File: src/logic/sram_port_pkg.sv
package sram_port_pkg;

    // bus geometry: four byte lanes of eight data bits plus one parity bit
    localparam int ADDR_W = 20;
    localparam int LANES  = 4;
    localparam int LANE_W = 9;
    localparam int DATA_W = LANES * LANE_W;
    localparam int BURST_W = 2;

    // values after reset
    localparam logic [ADDR_W-1:0]  ADDR_RST  = 20'h00000;
    localparam logic [BURST_W-1:0] BURST_RST = 2'h0;
    localparam logic [DATA_W-1:0]  DATA_RST  = 36'h0_0000_0000;
    localparam logic [LANES-1:0]   LANE_NONE = 4'h0;
    localparam logic [LANES-1:0]   LANE_ALL  = 4'hF;
    localparam logic               MODE_RST  = 1'b1;

    // synchroniser depth for the sleep and strap pins, which are not tied to the bus clock
    localparam int SYNC_STAGES = 2;

    // burst order selected by the strap
    typedef enum logic {
        ORDER_LINEAR,
        ORDER_INTERLEAVED
    } burst_order_t;

    // request handed to the storage core in each cycle
    typedef struct packed {
        logic [ADDR_W-1:0] addr;
        logic [LANES-1:0]  lane_we;
        logic [DATA_W-1:0] wdata;
    } core_req_t;

endpackage

File: src/logic/sync_sram_bus_port.sv
`timescale 1ns/1ps
module sync_sram_bus_port
    import sram_port_pkg::*;
#(
    parameter bit NO_THIRD_ENABLE = 1'b0
) (
    // clock and reset
    input  wire logic              clk_sys,
    input  wire logic              rstn,
    // address and strobes
    input  wire logic [ADDR_W-1:0] addr,
    input  wire logic              processor_addr_strobe_n,
    input  wire logic              controller_addr_strobe_n,
    input  wire logic              burst_advance_n,
    // chip enables
    input  wire logic              chip_sel_first_n,
    input  wire logic              chip_sel_second,
    input  wire logic              chip_sel_third_n,
    // write controls
    input  wire logic              global_write_n,
    input  wire logic              byte_write_qualify_n,
    input  wire logic [LANES-1:0]  byte_lane_write_sel_n,
    // asynchronous controls and strap
    input  wire logic              output_enable_n,
    input  wire logic              sleep_request,
    input  wire logic              burst_mode_strap,
    // data and parity pins, split
    input  wire logic [DATA_W-1:0] data_io_in,
    output logic      [DATA_W-1:0] data_io_out,
    output logic                   data_io_oe,
    // storage core
    output core_req_t              core_req,
    input  wire logic [DATA_W-1:0] core_rdata,
    // status
    output logic                   sleeping
);

    logic [1:0]         rst_pipe_reg;
    logic               rst_ok;
    logic [SYNC_STAGES-1:0] sleep_pipe_reg;
    logic [SYNC_STAGES-1:0] mode_pipe_reg;
    logic               sleep_sync;
    burst_order_t       order_reg;
    logic               strap_done_reg;

    logic [ADDR_W-1:0]  addr_reg;
    logic [BURST_W-1:0] start_reg;
    logic [BURST_W-1:0] count_reg;
    logic               sel_reg;
    logic [LANES-1:0]   lane_we_reg;
    logic [DATA_W-1:0]  din_reg;
    logic [DATA_W-1:0]  dout_reg;
    logic               pend_reg;
    logic               drive_reg;
    logic               hold_reg;

    logic               cs_ok;
    logic               proc_take;
    logic               load;
    logic               sel_next;
    logic               write_cmd;
    logic [LANES-1:0]   lane_next;
    logic               read_op;
    logic [BURST_W-1:0] burst_low;

    // burst address from start and step count
    function automatic logic [BURST_W-1:0] burst_addr(
        input burst_order_t         order,
        input logic [BURST_W-1:0]   start,
        input logic [BURST_W-1:0]   count
    );
        if (order == ORDER_LINEAR) begin
            burst_addr = start + count;
        end else begin
            burst_addr = start ^ count;
        end
    endfunction

    // reset release through two flops, assertion stays asynchronous
    always_ff @(posedge clk_sys or negedge rstn) begin
        if (!rstn) begin
            rst_pipe_reg <= 2'h0;
        end else begin
            rst_pipe_reg <= {rst_pipe_reg[0], 1'b1};
        end
    end
    assign rst_ok = rst_pipe_reg[1];

    // sleep and strap come from pins off the bus clock; reset by the pin reset (sleep to 0, strap to MODE_RST)
    // so both flops already hold the strap when rst_ok rises, not a reset value
    always_ff @(posedge clk_sys or negedge rstn) begin
        if (!rstn) begin
            sleep_pipe_reg <= '0;
            mode_pipe_reg  <= {SYNC_STAGES{MODE_RST}};
        end else begin
            sleep_pipe_reg <= {sleep_pipe_reg[0], sleep_request};
            mode_pipe_reg  <= {mode_pipe_reg[0], burst_mode_strap};
        end
    end
    assign sleep_sync = sleep_pipe_reg[SYNC_STAGES-1];
    assign sleeping   = sleep_sync;

    // strap caught once after release; it must stay static anyway
    always_ff @(posedge clk_sys or negedge rst_ok) begin
        if (!rst_ok) begin
            order_reg      <= burst_order_t'(MODE_RST);
            strap_done_reg <= 1'b0;
        end else if (!strap_done_reg) begin
            order_reg      <= mode_pipe_reg[SYNC_STAGES-1] ? ORDER_INTERLEAVED
                                                          : ORDER_LINEAR;
            strap_done_reg <= 1'b1;
        end
    end

    // decode of the sampled bus controls
    always_comb begin
        cs_ok     = !chip_sel_first_n && chip_sel_second
                    && (!chip_sel_third_n || NO_THIRD_ENABLE);
        proc_take = !processor_addr_strobe_n && !chip_sel_first_n;
        load      = proc_take || !controller_addr_strobe_n;
        sel_next  = load ? cs_ok : sel_reg;
        write_cmd = !global_write_n || !byte_write_qualify_n;
        if (!global_write_n) begin
            lane_next = LANE_ALL;
        end else if (!byte_write_qualify_n) begin
            lane_next = ~byte_lane_write_sel_n;
        end else begin
            lane_next = LANE_NONE;
        end
        // a processor-strobe cycle is always a read; its write follows later
        read_op   = sel_next && (proc_take || !write_cmd);
    end

    // address register and burst counter
    always_ff @(posedge clk_sys or negedge rst_ok) begin
        if (!rst_ok) begin
            addr_reg  <= ADDR_RST;
            start_reg <= BURST_RST;
            count_reg <= BURST_RST;
        end else if (!sleep_sync) begin
            if (load && cs_ok) begin
                addr_reg  <= addr;
                start_reg <= addr[BURST_W-1:0];
                count_reg <= BURST_RST;
            end else if (!load && sel_reg && !burst_advance_n) begin
                count_reg <= count_reg + 2'h1;
            end
        end
    end

    // selection state, latched only when a new address is loaded
    always_ff @(posedge clk_sys or negedge rst_ok) begin
        if (!rst_ok) begin
            sel_reg <= 1'b0;
        end else if (!sleep_sync) begin
            sel_reg <= sel_next;
        end
    end

    // write lanes and input data register; core writes one cycle later
    always_ff @(posedge clk_sys or negedge rst_ok) begin
        if (!rst_ok) begin
            lane_we_reg <= LANE_NONE;
            din_reg     <= DATA_RST;
        end else if (sleep_sync) begin
            lane_we_reg <= LANE_NONE;
        end else begin
            din_reg     <= data_io_in;
            lane_we_reg <= (sel_next && !proc_take) ? lane_next : LANE_NONE;
        end
    end

    assign burst_low = burst_addr(order_reg, start_reg, count_reg);

    // request to the storage core
    always_comb begin
        core_req.addr    = {addr_reg[ADDR_W-1:BURST_W], burst_low};
        core_req.lane_we = lane_we_reg;
        core_req.wdata   = din_reg;
    end

    // output register: data of the address sampled one edge earlier
    always_ff @(posedge clk_sys or negedge rst_ok) begin
        if (!rst_ok) begin
            dout_reg <= DATA_RST;
        end else if (!sleep_sync) begin
            dout_reg <= core_rdata;
        end
    end

    // driver enable pipeline: masks first read after deselect, holds one after
    // read data shows one edge after the read is taken, so the enable lags a stage
    always_ff @(posedge clk_sys or negedge rst_ok) begin
        if (!rst_ok) begin
            pend_reg  <= 1'b0;
            drive_reg <= 1'b0;
            hold_reg  <= 1'b0;
        end else if (sleep_sync) begin
            pend_reg  <= 1'b0;
            drive_reg <= 1'b0;
            hold_reg  <= 1'b0;
        end else begin
            pend_reg  <= read_op && sel_reg;
            drive_reg <= pend_reg;
            hold_reg  <= drive_reg && !sel_reg;
        end
    end

    // output enable acts without the clock so the bus can turn quickly
    assign data_io_out = dout_reg;
    assign data_io_oe  = (drive_reg || hold_reg) && !output_enable_n && !sleep_sync;

    // two checks per byte lane; the global write overrides every select,
    // so only cycles with global write high say anything about a lane
    generate
        for (genvar k = 0; k < LANES; k++) begin : g_lane_chk

        end
    endgenerate
endmodule

File: config.mk
export PLATFORM = sky130hd
export DESIGN_NAME = sync_sram_bus_port
export DESIGN_NICKNAME = d
export VERILOG_FILES = /design/src/logic/sram_port_pkg.sv /design/src/logic/sync_sram_bus_port.sv
export SDC_FILE = /design/constraint.sdc
export NUM_CORES = 1
export LEC_CHECK = 0
export BUFFER_PORTS_ARGS = -buffer_cell sky130_fd_sc_hd__buf_2
export CORE_ASPECT_RATIO = 0.9
export CORE_UTILIZATION = 49
export CTS_CLUSTER_DIAMETER = 40
export DETAILED_ROUTE_END_ITERATION = 7
export GPL_TIMING_DRIVEN = 0
export PLACE_DENSITY = 0.86
export SYNTH_ARGS = -nofsm -noshare
export SYNTH_HDL_FRONTEND = slang
export SYNTH_SLANG_ARGS = --single-unit
File: constraint.sdc
create_clock -name clk_sys -period 7.67 [get_ports clk_sys]
set_input_delay 0.767 -clock clk_sys [delete_from_list [all_inputs] [get_ports clk_sys]]
set_output_delay 0.767 -clock clk_sys [all_outputs]
set_load 0.005 [all_outputs]
Yosys cells after proc, flatten, opt, wreduce, memory -nomap -nowiden

Cells that the tools add are included.

Register bits after elaboration: 112
Input port bits: 109
Word-level logic and storage cells: 64

Add/sub/neg operators: 2
Multiplexer cells: 12
Bitwise logic cells: 3
Reduce and logical (&&, ||, !) cells: 32

Operators with widths:

| operator                                    | number |
|---|---|
| 2-to-1 mux 4 bit                            | 4 |
| zero test 1 bit                             | 13 |
| logical AND 1 bit                           | 12 |
| 2-to-1 mux 2 bit                            | 3 |
| 2-to-1 mux 1 bit                            | 5 |
| logical OR 1 bit                            | 4 |
| NOT 4 bit                                   | 1 |
| AND reduction 2 bit                         | 2 |
| adder 2 x 1 -> 2 bit, second input constant | 1 |
| adder 2 bit                                 | 1 |
| nonzero test 2 bit                          | 1 |
| bitwise XOR 2 bit                           | 1 |
| NOT 1 bit                                   | 1 |

Longest topological paths before layout

Gate-level depths: netlist of the first run.

Depth in word-level cells: 8
Mapped depth: 5
Mapped depth without buffers: 4

Worst setup path before layout of the first run

No wires, ideal clock.

Path kind: input -> register
From: input port controller_addr_strobe_n
To: register addr_reg[10]
Arrival: 1841 ps
Path slack: 5704 ps
Cell stages on the path: 4
Path buffers: 1
Path through: a21o_1 > nor4b_4 > buf_6 > mux2_2

Longest elaborated chain between the ends: 4

Ends and longest elaborated chain:

| item                          | line                      | source |
|---|---|---|
| start: declaration            | sync_sram_bus_port.sv:13  | `input wire logic controller_addr_strobe_n,` |
| zero test 1 bit               | sync_sram_bus_port.sv:120 | `load = proc_take \|\| !controller_addr_strobe_n;` |
| logical OR 1 bit              | sync_sram_bus_port.sv:120 |  |
| logical AND 1 bit             | sync_sram_bus_port.sv:141 | `if (load && cs_ok) begin` |
| AND reduction 2 bit (no line) | --                        |  |
| end signal: assignment        | sync_sram_bus_port.sv:142 | `addr_reg <= addr;` |
| end: declaration              | sync_sram_bus_port.sv:46  | `logic [ADDR_W-1:0] addr_reg;` |

Every way passes these cells.
A chain may end at the register's enable or synchronous reset.

Worst setup path after layout of the first run

From: register sleep_pipe_reg[1]
To: output port data_io_oe

Longest elaborated chain between the ends: 2

Ends and longest elaborated chain:

| item                     | line                      | source |
|---|---|---|
| start: declaration       | sync_sram_bus_port.sv:40  | `logic [SYNC_STAGES-1:0] sleep_pipe_reg;` |
| start signal: assignment | sync_sram_bus_port.sv:96  | `sleep_pipe_reg <= {sleep_pipe_reg[0], sleep_request};` |
| zero test 1 bit          | sync_sram_bus_port.sv:211 | `assign data_io_oe = (drive_reg \|\| hold_reg) && !output_enable_n && !sleep_sync;` |
| logical AND 1 bit        | sync_sram_bus_port.sv:211 |  |
| end: declaration         | sync_sram_bus_port.sv:30  | `output logic data_io_oe,` |

Every way passes these cells.

==> impl_metrics.py, run 1 <==
metrics = {
    "placed_design": {
        "numPortBuffers": 206,
        "pre_cts_slack_ns": 5.40,
        "dp_hpwl_um": 6780,
        "dpl.cell_count": 588,
        "dpl-instance-area_um2": 5440,
        "finalWeightedCongestion": 0.763,
    },
    "timing": {
        "grt_setup_unrepaired": "false",
        "setup_ws_ns": 5.19,
        "setup_viol": 0,
        "hold_viol_final": 0,
        "slew_viol_final": 0,
        "slew_headroom_pct": 52.0,
        "period_share_pct": 32.3,
        "clock.fmax_ghz": 0.403,
        "finalClockSkew_ns": 0.0117,
        "holdWs_ns": 0.211,
        "setup_tns_ns": 0,
        "period_minus_slack_ns": 2.48,
        "worst_pin_slew_ns": 0.720,
    },
    "worst_setup_path": {
        "cp_max_fo": 10,
        "cp-startpoint": "sleep_pipe_reg[1]$_DFF_PN0_",
        "path_common_cell": "buf_2",
        "critical_path_class": "reg2out",
        "path_cells": "buf_2 > buf_2 > buf_2 > nor3_1 > buf_2",
        "end_kind": "output port",
        "cp-start-kind": "flop",
        "critPathRequiredTime_ns": 6.90,
        "max_stage_delay_ns": 0.37,
        "rrSetupSlack_ns": 5.88,
        "cpMaxStageDelayCell": "dfrtp_1",
        "arrival_ns": 1.71,
        "rr_startpoint": "sleep_pipe_reg[1]$_DFF_PN0_",
    },
    "detailed_routing": {
        "drt_first_pass_iters": 3,
        "drt-wirelength-per-cell_um": 14.5,
        "drc": 0,
        "vias_per_cell": 4.73,
        "drt-initial-drc-count": 51,
        "antenna_left": 0,
        "routed_wl_um": 8790,
        "vias": 2858,
    },
    "global_route": {
        "grt_pass1_vias": 3071,
        "antenna_found_initial": 0,
        "grt_max_degree": 54,
        "overflow": 0,
        "grt_pass1_wl_um": 14000,
        "grtUsageTotal_pct": 20.0,
    },
    "clock_tree": {
        "clockRootBuffer": "clkbuf_8",
        "cts_resized": 0,
        "path_clk_slew_ns": 0.10,
        "postCtsHoldBufs": 0,
        "cts_buffer_depth": 2,
        "numCtsBuffers": 9,
        "clk-insertion-delay-late_ns": 0.35,
        "htree_levels": 3,
        "cts_tree": "done",
        "cts.sinks": 110,
        "post-cts-setup-buffer-count": 0,
    },
    "synth": {
        "syn_area_per_cell_um2": 16.0,
        "synth_flop_cell": "dfrtp_1",
        "synth-seq-area-share_pct": 65.2,
        "postSynth.asyncResetShare_pct": 100,
        "ys_ff_latch": 110,
        "synth-simple-area-share_pct": 3.02,
        "synthXorXnorAreaFrac_pct": 0.621,
        "synth_top_area_share_pct": 63.3,
        "syn_area_um2": 4230,
        "synth_compound_area_share_pct": 1.12,
        "synth_top_family_by_area": "multiplexers",
        "synth_area_leader_cell": "dfrtp_1",
        "synthAdderAreaFrac_pct": 0.296,
        "netlist_top_cells_area": "dfrtp_1 (63%), mux2_2 (25%), buf_4 (3.2%)",
        "synth.area.mux_share_pct": 24.8,
        "synth_most_common_cell": "dfrtp_1",
        "synth_edf_count": 0,
        "ys_warn_count": 0,
        "synth_cells": 265,
        "synth_cell_types": 24,
        "synth_common_cells": "dfrtp_1 (107), mux2_2 (93), buf_4 (18)",
    },
    "outcome": {
        "status": "completed",
    },
    "floorplanning": {
        "fp.dieH_um": 90.1,
        "start_util_pct": 51.4,
        "fp.dieW_um": 99.9,
        "core-area_um2": 8220,
        "row_count": 31,
        "dieArea_um2": 9000,
        "pin_count": 207,
    },
    "power_and_ir_drop": {
        "power_mw": 1.22,
        "p_leak_nw": 2.79,
        "power_density_nw_per_um2": 219,
        "ir_drop_v": 0.000155,
    },
    "run": {
        "drv_cap": 0,
    },
    "final_layout": {
        "final_cell_count_no_fill": 604,
        "diodes": 0,
        "utilization_pct": 68.2,
        "layout-drive-gt1-share_pct": 71.2,
        "nNetsFinal": 594,
        "fin_area_um2": 5600,
        "nFillCells": 632,
        "area_delta_synth_final_pct": 32.6,
    },
    "min_path": {
        "hold_path.class": "in2async",
    },
}
==> critical path: cells and delay by family, from the launching register on <==
kind / cells / cell delay [ns]
flip-flops: 1 / 0.37
buffers and inverters: 4 / 0.91
AND/OR/NAND/NOR: 1 / 0.09
==> cell usage in the layout, fill, tap and decap left out, types with 2 or more instances in the layout <==
cell type	count
buf_2	215
dfrtp_1	106
mux2_2	93
buf_4	18
clkbuf_8	9
a21oi_1	5
clkbuf_1	4
nor2_1	3
nand2_1	3
nor3_1	3
o21ai_0	3
clkinvlp_4	3
dfstp_2	3
xnor2_1	2
nor2b_1	2
buf_6	2
nand3b_1	2
conb_1	2
==> layer usage <==
layer  GRT usage [%]  vias up  part of all wire, %
met5               0        -                    0
met1            21.9     1387                   39
met4            5.51        0                  1.3
met3            5.29       13                  6.3
met2            37.5      126                   53
li1                -     1332                    -
==> layout make-up <==
type / instances / area (µm²) / area share (%)
sequential: 110 / 2760 / 49.3
multi-input combinational: 126 / 1270 / 22.6
timing repair buffer: 207 / 1060 / 18.9
clock inverter: 4 / 31.3 / 0.558
clock buffer: 12 / 135 / 2.41
buffer: 30 / 206 / 3.68
tap: 115 / 144 / 2.57
==> power breakdown <==
group	leakage, nW	total (mW)	switching, mW	internal, mW
Combinational	1.41	0.233	0.0835	0.150
Sequential	1.31	0.688	0.0400	0.648
Clock	0.0732	0.304	0.184	0.120
Total	2.79	1.22	0.307	0.918
==> worst paths after layout <==
| kind | endpoint | cells past startpoint |
|---|---|---|
| max | data_io_oe | 5 |
| min | sleep_pipe_reg[0]$_DFF_PN0_ | 1 |
| max reg2reg | addr_reg[5]$_DFFE_PN0P_ | 4 |
| min reg2reg | rst_pipe_reg[1]$_DFF_PN0_ | 0 |
| max in group asynchronous | data_io_out[0]$_DFFE_PN0N_ | 1 |
| min in group clk_sys | rst_pipe_reg[1]$_DFF_PN0_ | 0 |
==> cells by family after synthesis <==
kind of cell             after synthesis
XOR/XNOR                               3
flip-flops                           110
multiplexers                          93
other                                  1
adder cells (fa/ha/maj)                1
buffers and inverters                 30
AO/OA/AOI/OAI                          9
AND/OR/NAND/NOR                       18
Note: power is estimated with default switching activity, not from simulation.
==> run 2, diff against run 1 <==
--- a/config.mk
+++ b/config.mk
@@ -5,13 +5,14 @@
 export SDC_FILE = /design/constraint.sdc
 export NUM_CORES = 1
 export LEC_CHECK = 0
+export ABC_AREA = 1
 export BUFFER_PORTS_ARGS = -buffer_cell sky130_fd_sc_hd__buf_2
 export CORE_ASPECT_RATIO = 0.9
-export CORE_UTILIZATION = 49
+export CORE_UTILIZATION = 47
 export CTS_CLUSTER_DIAMETER = 40
 export DETAILED_ROUTE_END_ITERATION = 7
 export GPL_TIMING_DRIVEN = 0
-export PLACE_DENSITY = 0.86
+export PLACE_DENSITY = 0.82
 export SYNTH_ARGS = -nofsm -noshare
 export SYNTH_HDL_FRONTEND = slang
 export SYNTH_SLANG_ARGS = --single-unit
==> constraint.sdc (replaced) <==
create_clock -name clk_sys -period 2.4 [get_ports clk_sys]
set_input_delay 0.24 -clock clk_sys [delete_from_list [all_inputs] [get_ports clk_sys]]
set_output_delay 0.24 -clock clk_sys [all_outputs]
set_load 0.005 [all_outputs]
==> run 2 against run 1 <==
Cell count is 39% higher. Critical path type unchanged. Core utilization fell by 3.2 points. Non-clock buffer count increased by 15. Clock skew grew 0.0076 ns. Critical path depth rose by 1. Largest power group unchanged.
==> impl_metrics.py, run 2 <==
metrics = {
    "synth": {
        "ys_ff_latch": 110,
        "synth-seq-area-share_pct": 60.3,
        "syn_area_um2": 4570,
        "synth_top_area_share_pct": 58.6,
        "netlist_top_cells_area": "dfrtp_1 (59%), nand2_1 (22%), nand3_2 (4.8%)",
        "synth_edf_count": 0,
        "synth_common_cells": "nand2_1 (270), dfrtp_1 (107), buf_4 (25)",
        "synth_flop_cell": "dfrtp_1",
        "postSynth.asyncResetShare_pct": 100,
        "synth_most_common_cell": "nand2_1",
        "syn_area_per_cell_um2": 9.34,
        "synth_cell_types": 26,
        "synth_cells": 489,
        "ys_warn_count": 0,
        "synth_area_leader_cell": "dfrtp_1",
    },
    "final_layout": {
        "seq_area_um2": 2760,
        "fin_area_um2": 6030,
        "nFillCells": 777,
        "final_cell_mix": "nand2_1 (270), buf_2 (212), dfrtp_1 (106), buf_4 (25), nand3_2 (22)",
        "utilization_pct": 64.9,
        "layout-drive-gt1-share_pct": 40.6,
        "area_delta_synth_final_pct": 32.0,
        "multiInputGateArea_um2": 1450,
        "final_common_cell": "nand2_1",
        "diodes": 0,
        "nNetsFinal": 821,
        "final_cell_count_no_fill": 838,
    },
    "min_path": {
        "hold_path.class": "in2reg",
    },
    "clock_tree": {
        "path_clk_slew_ns": 0.11,
        "clockRootBuffer": "clkbuf_8",
        "clk-insertion-delay-late_ns": 0.37,
        "cts.sinks": 110,
        "numCtsBuffers": 9,
        "cts_tree": "done",
        "htree_levels": 3,
        "cts_buffer_depth": 2,
    },
    "timing": {
        "slew_headroom_pct": 61.7,
        "hold_viol_final": 0,
        "setup_viol": 0,
        "finalClockSkew_ns": 0.0193,
        "holdWs_ns": 0.0570,
        "worst_pin_slew_ns": 0.574,
        "setup_tns_ns": 0,
        "period_share_pct": 69.7,
        "setup_ws_ns": 0.728,
        "grt_setup_unrepaired": "false",
        "slew_viol_final": 0,
        "period_minus_slack_ns": 1.67,
        "clock.fmax_ghz": 0.598,
    },
    "worst_setup_path": {
        "cpMaxStageDelayCell": "dfrtp_1",
        "cp_max_fo": 4,
        "critical_path.top_delay_family": "flip-flops",
        "path_cells": "ha_1 > inv_1 > nor2_1 > xor2_1 > inv_1 > buf_2",
        "max_stage_delay_ns": 0.44,
        "cp-start-kind": "flop",
        "critical_path_class": "reg2out",
        "cp.buffers_inverters": 3,
        "critPathRequiredTime_ns": 2.16,
        "path_common_cell": "inv_1",
        "arrival_ns": 1.43,
        "end_kind": "output port",
    },
    "placed_design": {
        "finalWeightedCongestion": 0.801,
        "dpl.cell_count": 819,
        "dp_hpwl_um": 7810,
        "numPortBuffers": 206,
        "dpl-instance-area_um2": 5790,
        "pre_cts_slack_ns": 1.12,
    },
    "floorplanning": {
        "pin_count": 207,
        "fp.dieW_um": 106,
        "start_util_pct": 49.2,
        "fp.dieH_um": 95.5,
        "row_count": 33,
        "dieArea_um2": 10100,
        "core-area_um2": 9290,
    },
    "detailed_routing": {
        "drt-initial-drc-count": 175,
        "highest_layer": "met4",
        "routed_wl_um": 10400,
        "drt_first_pass_iters": 4,
        "drc": 0,
        "vias_per_cell": 4.60,
        "antenna_left": 0,
        "drt-wirelength-per-cell_um": 12.5,
        "wl_met2_um": 5050,
        "wl_met1_um": 4560,
        "wl_met3_um": 704,
        "vias": 3851,
    },
    "outcome": {
        "status": "completed",
    },
    "global_route": {
        "overflow": 0,
        "grtUsageTotal_pct": 21.0,
        "grt_max_degree": 63,
        "grt_pass1_wl_um": 16600,
        "grt_pass1_vias": 3525,
        "antenna_found_initial": 0,
    },
    "power_and_ir_drop": {
        "ir_drop_v": 0.000327,
        "power_mw": 4.16,
        "power_density_nw_per_um2": 691,
        "p_leak_nw": 3.50,
    },
    "run": {
        "drv_cap": 0,
    },
}
## run 2: worst reg2reg max path: stages, from the launching register on
cell and delay (ns):
dfrtp_1 0.38, buf_4 0.18, inv_4 0.13, nand3_2 0.12
buf_2 0.21, nand2_1 0.07, nand2_1 0.05
## run 2: final timing paths
check / from / end / depth (start not counted) / slack [ns]
max: count_reg[0]$_DFFE_PN0P_ / core_req[41] / 6 / 0.73
min: data_io_in[2] / din_reg[2]$_DFFE_PN0N_ / 3 / 0.06
max reg2reg: sleep_pipe_reg[1]$_DFF_PN0_ / addr_reg[1]$_DFFE_PN0P_ / 6 / 1.16
min reg2reg: rst_pipe_reg[1]$_DFF_PN0_ / data_io_out[7]$_DFFE_PN0N_ / 0 / 0.33
max in group asynchronous: rst_pipe_reg[1]$_DFF_PN0_ / order_reg$_DFFE_PN1N_ / 1 / 1.38
min in group asynchronous: rstn / sleep_pipe_reg[0]$_DFF_PN0_ / 2 / 0.24
## run 2: cell type report
type	count	area share [%]
clock inverters	6	1.27
well taps	122	2.53
plain buffers	42	5.48
flip-flops and latches	110	45.8
multi-input cells	329	24.0
repair buffers	210	18.0
inverters	9	0.602
clock buffers	10	2.28
## run 2: report_power, final
group          total (mW)  internal [mW]  switching (mW)
logic               0.804          0.427           0.377
clock network        1.17          0.532           0.639
registers            2.19           2.06           0.130
total                4.16           3.02            1.15
## run 2: timing repair
action	in CTS	in global routing
hold buffers	3	0
endpoints found under the hold margin	8	0
setup endpoints to repair	0	0
buffers inserted	0	0
resized for setup	0	0
## run 2: kinds of logic after synthesis
logic type	Yosys count	synth area share, %
multiplexers	1	0.246
other	1	0.0821
buffers and inverters	51	8.03
adder cells (fa/ha/maj)	1	0.274
AND/OR/NAND/NOR	315	29.7
XOR/XNOR	3	0.575
flip-flops	110	60.3
AO/OA/AOI/OAI	7	0.767
## run 2: routing by layer
layer / vias up / global-route usage [%]
li1: 1908 / -
met1: 1786 / 27.2
met2: 144 / 34.7
met3: 13 / 5.47
met4: 0 / 6.94
met5: - / 0
